===== config.mk =====
export PLATFORM = sky130hd
export DESIGN_NAME = psc_startup
export DESIGN_NICKNAME = d
export VERILOG_FILES = /design/src/design/psc_pkg.sv /design/src/design/psc_startup.sv /design/src/design/psc_ms_timer.sv /design/src/design/psc_pin_sync.sv
export VERILOG_INCLUDE_DIRS = /design/src /design/src/design
export SDC_FILE = /design/constraint.sdc
export NUM_CORES = 1
export LEC_CHECK = 0
export BUFFER_PORTS_ARGS = -buffer_cell sky130_fd_sc_hd__buf_4
export CAP_MARGIN = 20
export CORE_MARGIN = 10
export CORE_UTILIZATION = 50
export DETAILED_ROUTE_END_ITERATION = 6
export HOLD_SLACK_MARGIN = 0.02
export PLACE_DENSITY = 0.71
export SYNTH_ARGS = -nofsm -noshare
export SYNTH_HDL_FRONTEND = slang
export SYNTH_HIERARCHICAL = 1
export SYNTH_SLANG_ARGS = --single-unit

===== constraint.sdc =====
create_clock -name mclk -period 3.5 [get_ports mclk]
set_input_delay 0.175 -clock mclk [delete_from_list [all_inputs] [get_ports mclk]]
set_output_delay 0.175 -clock mclk [all_outputs]
set_load 0.01 [all_outputs]

===== src/design/psc_consts.svh =====
`ifndef PSC_CONSTS_SVH
`define PSC_CONSTS_SVH

// register offsets (byte addresses on the plain register port)
`define PSC_REG_CONFIG_A  8'h00
`define PSC_REG_TIMEOUT   8'h04
`define PSC_REG_CONTROL   8'h08
`define PSC_REG_STATUS    8'h0c
`define PSC_REG_LOAD_DATA 8'h10

// config_a field positions
`define PSC_CFG_SEL_LSB   0
`define PSC_CFG_PAGE_BIT  3
`define PSC_CFG_MODE_LSB  4
`define PSC_CFG_PWR_BIT   6
`define PSC_CFG_CLK_BIT   7
`define PSC_CFG_ARB_BIT   8
`define PSC_CFG_START_LSB 9

// reset values: strobe two, 1 MB, measurement initialized, enabled, 40 MHz, dynamic, last page
`define PSC_CFG_RESET     16'h0001
`define PSC_TIMEOUT_RESET 16'h0064
`define PSC_TIMEOUT_INF   16'hffff

// timing
`define PSC_CLK_HZ        25000000
`define PSC_MS_PER_S      1000
`define PSC_MS_CYCLES     (`PSC_CLK_HZ / `PSC_MS_PER_S)

// number of configuration words in the flash image
`define PSC_IMAGE_WORDS   2

`endif


===== src/design/psc_pkg.sv =====
package psc_pkg;

   typedef enum logic [2:0] {
      PSC_SEL_ONE,
      PSC_SEL_TWO,
      PSC_SEL_THREE,
      PSC_SEL_COMB,
      PSC_SEL_ZERO
   } psc_sel_e;

   typedef enum logic [1:0] {
      PSC_MODE_MEAS_INIT,
      PSC_MODE_MEAS_UNINIT,
      PSC_MODE_RAMX_INIT,
      PSC_MODE_RAMX_UNINIT
   } psc_mode_e;

   typedef enum logic [1:0] {
      PSC_START_LAST,
      PSC_START_WORKING,
      PSC_START_REFERENCE
   } psc_start_e;

   typedef struct packed {
      psc_start_e start_page;
      logic arb_static;
      logic clk_20mhz;
      logic power_on_inactive;
      psc_mode_e app_mode;
      logic page_512k;
      psc_sel_e select;
   } psc_cfg_s;

   typedef struct packed {
      logic [7:0] addr;
      logic [15:0] wdata;
      logic wr;
      logic rd;
   } psc_bus_s;

endpackage


===== src/design/psc_startup.sv =====
`timescale 1ns/10ps
`default_nettype none
`include "psc_consts.svh"

// What this block does
// respond to one of five select strobes; strobe two when nothing chosen
// keep configuration in serial flash and apply it at startup
// page size of each dual port region is 1 MB or 512 kB, default 1 MB
// four application modes; measurement and calibration only when measurement initialized
// initialized modes refill emulation RAM from backup flash after power failure
// uninitialized modes skip restore after power failure
// power-on state setting decides enabled or inactive at ECU power on
// switch debug clock to configured 20 or 40 MHz at startup condition
// timeout zero switches clock and enables trigger right after reset
// timeout n waits n ms; an earlier trigger ends the wait
// timeout minus one waits for first trigger without limit
// with no timeout configured, use 100 ms
// static arbitration leaves the debug port alone; dynamic shares it
// starting page is last active, working or reference as configured
// ms counter of 16 bits restarts on each reset or power on
module psc_startup (
   // clock and reset
   input wire logic mclk,
   input wire logic resetn,
   // register port
   input wire logic [7:0] reg_addr,
   input wire logic [15:0] reg_wdata,
   input wire logic reg_wr,
   input wire logic reg_rd,
   output logic [15:0] reg_rdata,
   // serial flash image stream (one word per pulse)
   input wire logic load_valid,
   input wire logic [15:0] load_word,
   // control unit pins
   input wire logic ecu_reset_n_pin,
   input wire logic ecu_power_pin,
   input wire logic ecu_trigger_pin,
   input wire logic power_fail,
   input wire logic [4:0] select_strobes_n,
   input wire logic last_page_working,
   // outputs to the probe core
   output logic selected,
   output logic page_512k,
   output logic meas_cal_allowed,
   output logic restore_request,
   output logic probe_enabled,
   output logic debug_clk_fast,
   output logic debug_clk_20mhz,
   output logic timer_trigger_en,
   output logic debugger_reserved,
   output logic start_working_page,
   output logic config_applied
);

   psc_pkg::psc_cfg_s cfg_ff;
   psc_pkg::psc_cfg_s nxt_cfg;
   logic [15:0] timeout_ff;
   logic [15:0] nxt_timeout;
   logic img_idx_ff;
   logic nxt_img_idx;
   logic applied_ff;
   logic nxt_applied;
   logic [15:0] rdata_ff;
   logic [15:0] nxt_rdata;

   typedef enum logic [1:0] {
      PSC_ST_IDLE,
      PSC_ST_WAIT,
      PSC_ST_RUN
   } psc_state_e;

   psc_state_e state_ff;
   psc_state_e nxt_state;
   logic clk_fast_ff;
   logic nxt_clk_fast;
   logic restore_ff;
   logic nxt_restore;
   logic enabled_ff;
   logic nxt_enabled;
   logic start_work_ff;
   logic nxt_start_work;
   logic sel_ff;
   logic nxt_sel;

   logic [8:0] pins_sync;
   logic ecu_rst_n;
   logic ecu_pwr;
   logic trig;
   logic pfail;
   logic [4:0] strobes_n;
   logic rst_prev_ff;
   logic pwr_prev_ff;
   logic ecu_start;
   logic ms_restart;
   logic [15:0] ms_count;
   logic init_mode;

   // ==========================================================
   // pin synchronisers
   psc_pin_sync #(
      .WIDTH(9)
   ) u_sync (
      .mclk(mclk),
      .resetn(resetn),
      .pin_in({select_strobes_n, power_fail, ecu_trigger_pin, ecu_power_pin,
               ecu_reset_n_pin}),
      .level_out(pins_sync)
   );

   assign ecu_rst_n = pins_sync[0];
   assign ecu_pwr = pins_sync[1];
   assign trig = pins_sync[2];
   assign pfail = pins_sync[3];
   assign strobes_n = pins_sync[8:4];

   // leaving reset while powered, or powering on out of reset
   assign ecu_start = (ecu_rst_n && !rst_prev_ff && ecu_pwr) ||
                      (ecu_pwr && !pwr_prev_ff && ecu_rst_n);
   assign ms_restart = ecu_start || !ecu_rst_n || !ecu_pwr;

   psc_ms_timer u_timer (
      .mclk(mclk),
      .resetn(resetn),
      .restart(ms_restart),
      .run(state_ff == PSC_ST_WAIT),
      .ms_count(ms_count)
   );

   // ==========================================================
   // configuration registers and flash image load
   always_comb begin
      nxt_cfg = cfg_ff;
      nxt_timeout = timeout_ff;
      nxt_img_idx = img_idx_ff;
      nxt_applied = applied_ff;
      nxt_rdata = '0;
      if (load_valid) begin
         // image word 0 is the config word, word 1 the timeout
         if (!img_idx_ff) begin
            nxt_cfg = psc_pkg::psc_cfg_s'(load_word[10:0]);
         end else begin
            nxt_timeout = load_word;
            nxt_applied = 1'b1;
         end
         nxt_img_idx = !img_idx_ff;
      end else if (reg_wr) begin
         unique case (reg_addr)
            `PSC_REG_CONFIG_A: nxt_cfg = psc_pkg::psc_cfg_s'(reg_wdata[10:0]);
            `PSC_REG_TIMEOUT: nxt_timeout = reg_wdata;
            `PSC_REG_CONTROL: begin
               // rewind the image pointer for a fresh flash load
               if (reg_wdata[0]) begin
                  nxt_img_idx = 1'b0;
                  nxt_applied = 1'b0;
               end
            end
            default: ;
         endcase
      end
      if (reg_rd) begin
         unique case (reg_addr)
            `PSC_REG_CONFIG_A: nxt_rdata = {5'h00, cfg_ff};
            `PSC_REG_TIMEOUT: nxt_rdata = timeout_ff;
            `PSC_REG_CONTROL: nxt_rdata = {15'h0000, img_idx_ff};
            `PSC_REG_STATUS: nxt_rdata = {9'h000, sel_ff, start_work_ff,
                                          enabled_ff, restore_ff, clk_fast_ff,
                                          state_ff};
            `PSC_REG_LOAD_DATA: nxt_rdata = {15'h0000, applied_ff};
            default: nxt_rdata = '0;
         endcase
      end
   end

   always_ff @(posedge mclk or negedge resetn) begin
      if (!resetn) begin
         cfg_ff <= psc_pkg::psc_cfg_s'(`PSC_CFG_RESET);
         timeout_ff <= `PSC_TIMEOUT_RESET;
         img_idx_ff <= 1'b0;
         applied_ff <= 1'b0;
         rdata_ff <= '0;
      end else begin
         cfg_ff <= nxt_cfg;
         timeout_ff <= nxt_timeout;
         img_idx_ff <= nxt_img_idx;
         applied_ff <= nxt_applied;
         rdata_ff <= nxt_rdata;
      end
   end

   assign reg_rdata = rdata_ff;

   // ==========================================================
   // startup sequencing
   assign init_mode = (cfg_ff.app_mode == psc_pkg::PSC_MODE_MEAS_INIT) ||
                      (cfg_ff.app_mode == psc_pkg::PSC_MODE_RAMX_INIT);

   always_comb begin
      nxt_state = state_ff;
      nxt_clk_fast = clk_fast_ff;
      nxt_restore = restore_ff;
      nxt_enabled = enabled_ff;
      nxt_start_work = start_work_ff;
      if (pfail) begin
         nxt_restore = init_mode;
      end else if (applied_ff && restore_ff) begin
         // restore is consumed once the flash image is back in place
         nxt_restore = 1'b0;
      end
      if (!ecu_rst_n || !ecu_pwr) begin
         nxt_state = PSC_ST_IDLE;
         nxt_clk_fast = 1'b0;
         if (!ecu_pwr) begin
            nxt_enabled = 1'b0;
         end
      end else begin
         unique case (state_ff)
            PSC_ST_IDLE: begin
               if (ecu_start) begin
                  nxt_enabled = !cfg_ff.power_on_inactive;
                  unique case (cfg_ff.start_page)
                     psc_pkg::PSC_START_WORKING: nxt_start_work = 1'b1;
                     psc_pkg::PSC_START_REFERENCE: nxt_start_work = 1'b0;
                     default: nxt_start_work = last_page_working;
                  endcase
                  if (timeout_ff == 16'h0000) begin
                     nxt_state = PSC_ST_RUN;
                     nxt_clk_fast = 1'b1;
                  end else begin
                     nxt_state = PSC_ST_WAIT;
                  end
               end
            end
            PSC_ST_WAIT: begin
               // all-ones timeout never matches the count, waiting for trigger only
               if (trig) begin
                  nxt_state = PSC_ST_RUN;
                  nxt_clk_fast = 1'b1;
               end else if (timeout_ff != `PSC_TIMEOUT_INF &&
                            ms_count >= timeout_ff) begin
                  nxt_state = PSC_ST_RUN;
                  nxt_clk_fast = 1'b1;
               end
            end
            PSC_ST_RUN: ;
            default: nxt_state = PSC_ST_IDLE;
         endcase
      end
   end

   // ==========================================================
   // chip select decode
   always_comb begin
      unique case (cfg_ff.select)
         psc_pkg::PSC_SEL_ONE: nxt_sel = !strobes_n[1];
         psc_pkg::PSC_SEL_THREE: nxt_sel = !strobes_n[3];
         psc_pkg::PSC_SEL_COMB: nxt_sel = !strobes_n[4];
         psc_pkg::PSC_SEL_ZERO: nxt_sel = !strobes_n[0];
         default: nxt_sel = !strobes_n[2];
      endcase
   end

   always_ff @(posedge mclk or negedge resetn) begin
      if (!resetn) begin
         state_ff <= PSC_ST_IDLE;
         clk_fast_ff <= 1'b0;
         restore_ff <= 1'b0;
         enabled_ff <= 1'b0;
         start_work_ff <= 1'b0;
         sel_ff <= 1'b0;
         rst_prev_ff <= 1'b0;
         pwr_prev_ff <= 1'b0;
      end else begin
         state_ff <= nxt_state;
         clk_fast_ff <= nxt_clk_fast;
         restore_ff <= nxt_restore;
         enabled_ff <= nxt_enabled;
         start_work_ff <= nxt_start_work;
         sel_ff <= nxt_sel;
         rst_prev_ff <= ecu_rst_n;
         pwr_prev_ff <= ecu_pwr;
      end
   end

   // ==========================================================
   // outputs
   assign selected = sel_ff && enabled_ff;
   assign page_512k = cfg_ff.page_512k;
   assign meas_cal_allowed = (cfg_ff.app_mode == psc_pkg::PSC_MODE_MEAS_INIT);
   assign restore_request = restore_ff;
   assign probe_enabled = enabled_ff;
   assign debug_clk_fast = clk_fast_ff;
   assign debug_clk_20mhz = cfg_ff.clk_20mhz;
   assign timer_trigger_en = clk_fast_ff;
   assign debugger_reserved = cfg_ff.arb_static;
   assign start_working_page = start_work_ff;
   assign config_applied = applied_ff;

endmodule // psc_startup

`default_nettype wire


===== src/design/psc_ms_timer.sv =====
`timescale 1ns/10ps
`default_nettype none
`include "psc_consts.svh"

// millisecond timer for the post-reset wait
module psc_ms_timer (
   // clock and reset
   input wire logic mclk,
   input wire logic resetn,
   // control
   input wire logic restart,
   input wire logic run,
   // status
   output logic [15:0] ms_count
);

   localparam logic [14:0] MS_LAST = 15'(`PSC_MS_CYCLES - 1);

   logic [14:0] tick_ff;
   logic [14:0] nxt_tick;
   logic [15:0] ms_ff;
   logic [15:0] nxt_ms;

   // ==========================================================
   // divider and counter
   always_comb begin
      nxt_tick = tick_ff;
      nxt_ms = ms_ff;
      if (restart) begin
         nxt_tick = '0;
         nxt_ms = '0;
      end else if (run) begin
         if (tick_ff == MS_LAST) begin
            nxt_tick = '0;
            // saturate so a stalled wait never wraps back into range
            if (ms_ff != 16'hffff) begin
               nxt_ms = ms_ff + 16'h0001;
            end
         end else begin
            nxt_tick = tick_ff + 15'h0001;
         end
      end
   end

   always_ff @(posedge mclk or negedge resetn) begin
      if (!resetn) begin
         tick_ff <= '0;
         ms_ff <= '0;
      end else begin
         tick_ff <= nxt_tick;
         ms_ff <= nxt_ms;
      end
   end

   assign ms_count = ms_ff;

endmodule // psc_ms_timer

`default_nettype wire


===== src/design/psc_pin_sync.sv =====
`timescale 1ns/10ps
`default_nettype none

// three-stage synchroniser; a change counts once stages two and three agree
module psc_pin_sync #(
   parameter int WIDTH = 1
) (
   // clock and reset
   input wire logic mclk,
   input wire logic resetn,
   // pins
   input wire logic [WIDTH-1:0] pin_in,
   output logic [WIDTH-1:0] level_out
);

   logic [WIDTH-1:0] s1_ff;
   logic [WIDTH-1:0] s2_ff;
   logic [WIDTH-1:0] s3_ff;
   logic [WIDTH-1:0] lvl_ff;
   logic [WIDTH-1:0] nxt_lvl;

   // ==========================================================
   // per-bit filter
   genvar i;
   generate
      for (i = 0; i < WIDTH; i++) begin : g_bit
         always_comb begin
            nxt_lvl[i] = (s2_ff[i] == s3_ff[i]) ? s3_ff[i] : lvl_ff[i];
         end
      end
   endgenerate

   always_ff @(posedge mclk or negedge resetn) begin
      if (!resetn) begin
         s1_ff <= '0;
         s2_ff <= '0;
         s3_ff <= '0;
         lvl_ff <= '0;
      end else begin
         s1_ff <= pin_in;
         s2_ff <= s1_ff;
         s3_ff <= s2_ff;
         lvl_ff <= nxt_lvl;
      end
   end

   assign level_out = lvl_ff;

endmodule // psc_pin_sync

`default_nettype wire


==> metrics.yaml <==
status:
  outcome: "completed"
placement:
  gp_routability_congestion: 0.851
  io_buffer_count: 81
  detailed_placement_hpwl_um: 9000
  placed_cells: 715
  preCtsSetupSlack_ns: 1.14
  dpl_cell_area_um2: 6470
drt:
  routedWlPerCell_um: 16.5
  post_drt_via_cell_ratio: 5.44
  drt_wl_total_um: 12500
  drcViolationCount: 0
  met2_wirelength_um: 6000
  wl_met3_um: 739
  num_vias: 4123
  dr.pass1.iters: 4
  drtAntennaViolNets: 0
  met1Wirelength_um: 5560
  highest-signal-layer: "met4"
  initialDrtViolationCount: 316
floorplan:
  num_io_pins: 82
  row_count: 39
  fp.dieW_um: 127
  dieArea_um2: 16200
  core_area_um2: 11400
  initial_utilization_pct: 50.7
  die_h_um: 127
clocking:
  cts_tree: "yes"
  ctsLongestPathBuffers: 2
  number_of_levels_the_h_tree_was_split_into: 4
  cts_post_setup_buffers_inserted: 0
  clk_latency_ns: 0.41
  clk_pin_slew_worst_setup_hold_paths_ns: 0.06
  clk_root_buffer_cell: "clkbuf_16"
  numClockSinks: 121
  tritoncts.num_buffers: 17
setup_path:
  critPathMaxStageDelay_ns: 0.43
  worst_setup_path_end_kind: "flop"
  cp_data_arrival_time_ns: 2.64
  critical_path.cell_chain: "nor2b_1 > and3_1 > nand4_2 > nand2b_1 > nand2_1 > a211o_1"
  path_max_fanout: 11
  timing.reg2reg.setup_slack_ns: 1.15
  timing.critical_path.slowest_stage_cell: "nand2b_1"
  path_class: "flop to flop"
  worstPathRequired_ns: 3.80
  worstSetupStartpointType: "flop"
global_route:
  antenna_found_initial: 0
  overflow: 0
  wire_length_of_the_first_global_routing_pass_um: 20900
  first_global_vias: 4158
  pin_count_of_the_biggest_net_entering_global_routing: 76
  track_usage_pct: 16.0
cells_and_area:
  insertedDiodeCount: 0
  finish.net_count: 676
  post_route_cells_drive_above_1_share_pct: 28.6
  final_instance_area_um2: 7180
  flow.area_growth_from_synthesis_pct: 24.5
  final_cell_count_no_fill: 758
pwr:
  p_leak_nw: 3.36
  seq_power_share_pct: 42.9
  power.combinational.fraction_pct: 13.3
  cell_internal_pwr_mw: 2.91
  swShare_pct: 26.6
  power.density_nw_per_um2: 552
  ir_worst_vdd_mv: 0.563
  clock_power_share_pct: 43.7
  power_switching_mw: 1.06
synthesis:
  synth.cell_area_um2: 5770
  synth_edf_count: 0
  synth_compound_area_share_pct: 7.38
  yosys-mux-area-fraction_pct: 11.0
  synth_cell_types: 57
  syn_avg_cell_area_um2: 11.4
  synth_nets: 580
  synth_seq_cells: 121
  synth_adder_area_share_pct: 5.88
  post_synth_and_or_nand_nor_area_fraction_pct: 16.7
  synth_top_family_by_area: "simple AND/OR/NAND/NOR gates"
  yosysWarningCount: 6
  postSynth.topFlopCell: "dfrtp_1"
  yosysSeqAreaShare_pct: 52.6
  async_reset_ff_share_pct: 100
  syn-instance-count: 506
  yosys.area_share.xor_xnor_pct: 3.34
run:
  max_cap_viols: 0
sta:
  post-route-worst-setup-slack_ns: 1.15
  grt_setup_unrepaired: "false"
  relSlewSlack_pct: 37.6
  final_hold_viol_count: 0
  slew_violations: 0
  setup_tns_ns: 0
  max_freq_mhz: 426
  setup_violations: 0
  clock_skew_ns: 0.00657
  fin_hold_ws_ns: 0.0830
  worst-slew-pin-transition_ns: 0.936
  portion_of_the_clock_cycle_consumed_by_the_worst_path_in_the_final_layout_pct: 67.1
  min_period_ns: 2.35
min_path:
  worst_hold_check_path_type: "input pin to flop"
[per-stage QoR]
stage	util (%)	power, mW
floorplan	-	2.01
global placement	56.9	2.21
detailed placement	56.9	2.24
CTS	63.2	4.01
global route	63.2	4.15
finish	63.2	3.96
[final timing paths]
check,start,end,cells after the start
worst max-delay path,state_ff[0],u_timer/ms_count[15],6
worst min-delay path,reg_wdata[13],timeout_ff[13],3
worst max register to register,state_ff[0],u_timer/ms_count[15],6
worst min register to register,u_sync/s1_ff[4],u_sync/s2_ff[4],0
max in group asynchronous,resetn,reg_rdata[12],3
min in group asynchronous,resetn,u_sync/s2_ff[3],2
[Yosys cell counts, types with 11 or more instances]
library cell,count,share of area (%)
nor3_1,11,0.95
ha_1,19,4.1
mux2i_1,20,3.5
nor2_1,56,3.6
inv_1,21,1.4
mux2_2,21,4.1
nand2_1,29,1.9
nand4_1,14,1.5
xnor2_1,12,1.8
o21ai_0,19,1.6
nand3_1,11,0.95
mux2_4,13,3.4
a21oi_1,18,1.6
dfrtp_1,117,51
[critical path, delay by kind of cell, from the launching register on]
| family | cells | cell delay, ns |
|---|---|---|
| AOI/OAI and AO/OA | 1 | 0.31 |
| DFF | 1 | 0.41 |
| and+or+nand+nor | 5 | 1.50 |
[power groups by stage]
stage | clock network (mW) | logic [mW] | registers, mW
5_1_grt | 1.84 | 0.594 | 1.72
6_report | 1.73 | 0.528 | 1.70
3_3_place_gp | 0 | 0.499 | 1.72
3_5_place_dp | 0 | 0.515 | 1.72
4_1_cts | 1.77 | 0.533 | 1.70
2_1_floorplan | 0 | 0.339 | 1.67
[per-layer routing]
layer,up-vias,global-route usage [%]
met5,-,0
met4,0,6.10
met3,16,4.63
met2,94,25.6
met1,2021,20.0
li1,1992,-
[registers in the layout (all words and copies together) (netlist names), 2 cells and up]
register / count
u_timer/ms_count: 16
u_sync/s1_ff: 9
u_sync/level_out: 9
state_ff: 2
reg_rdata: 16
cfg_ff: 8
u_sync/s2_ff: 9
u_timer/tick_ff: 15
u_sync/s3_ff: 9
timeout_ff: 16
[final cells by class]
class / instances / area [µm²]
fillers: 867 / 4190
flip-flops and latches: 121 / 3030
multi-input cells: 346 / 2550
repair buffers: 95 / 741
clock buffers: 18 / 439
well taps: 143 / 179
clock inverters: 14 / 160
inverters: 21 / 78.8
[cells by family (layout without fill, tap and decap cells)]
| logic type | Yosys count | after routing |
|---|---|---|
| AOI/OAI and AO/OA | 69 | 69 |
| xor gates and xnor gates | 22 | 22 |
| adders and majority gates | 28 | 28 |
| buffers and inverters | 39 | 148 |
| DFF | 121 | 121 |
| muxes | 54 | 54 |
| and+or+nand+nor | 173 | 173 |
[cell usage in the layout, fill, tap and decap left out, types with 6 or more instances in the layout]
master         instances
nand4_1               14
nand2b_1               6
clkbuf_16             17
nor4_1                 6
o21ai_0               19
mux2_4                13
nand3_1               11
mux2_2                21
nand2_1               29
xnor2_1               12
and3_1                 9
xor2_1                10
a31oi_1                7
maj3_2                 9
dlygate4sd3_1         11
nor3_1                11
a21oi_1               18
buf_4                 84
dfrtp_1              117
nor2_1                56
ha_1                  19
inv_1                 21
mux2i_1               20
[timing repair]
| item | in CTS | in global routing |
|---|---|---|
| hold buffers | 11 | 0 |
| hold endpoints to repair | 79 | 0 |
| resized for setup | 0 | 0 |
Power figures use the tool's default switching activity.
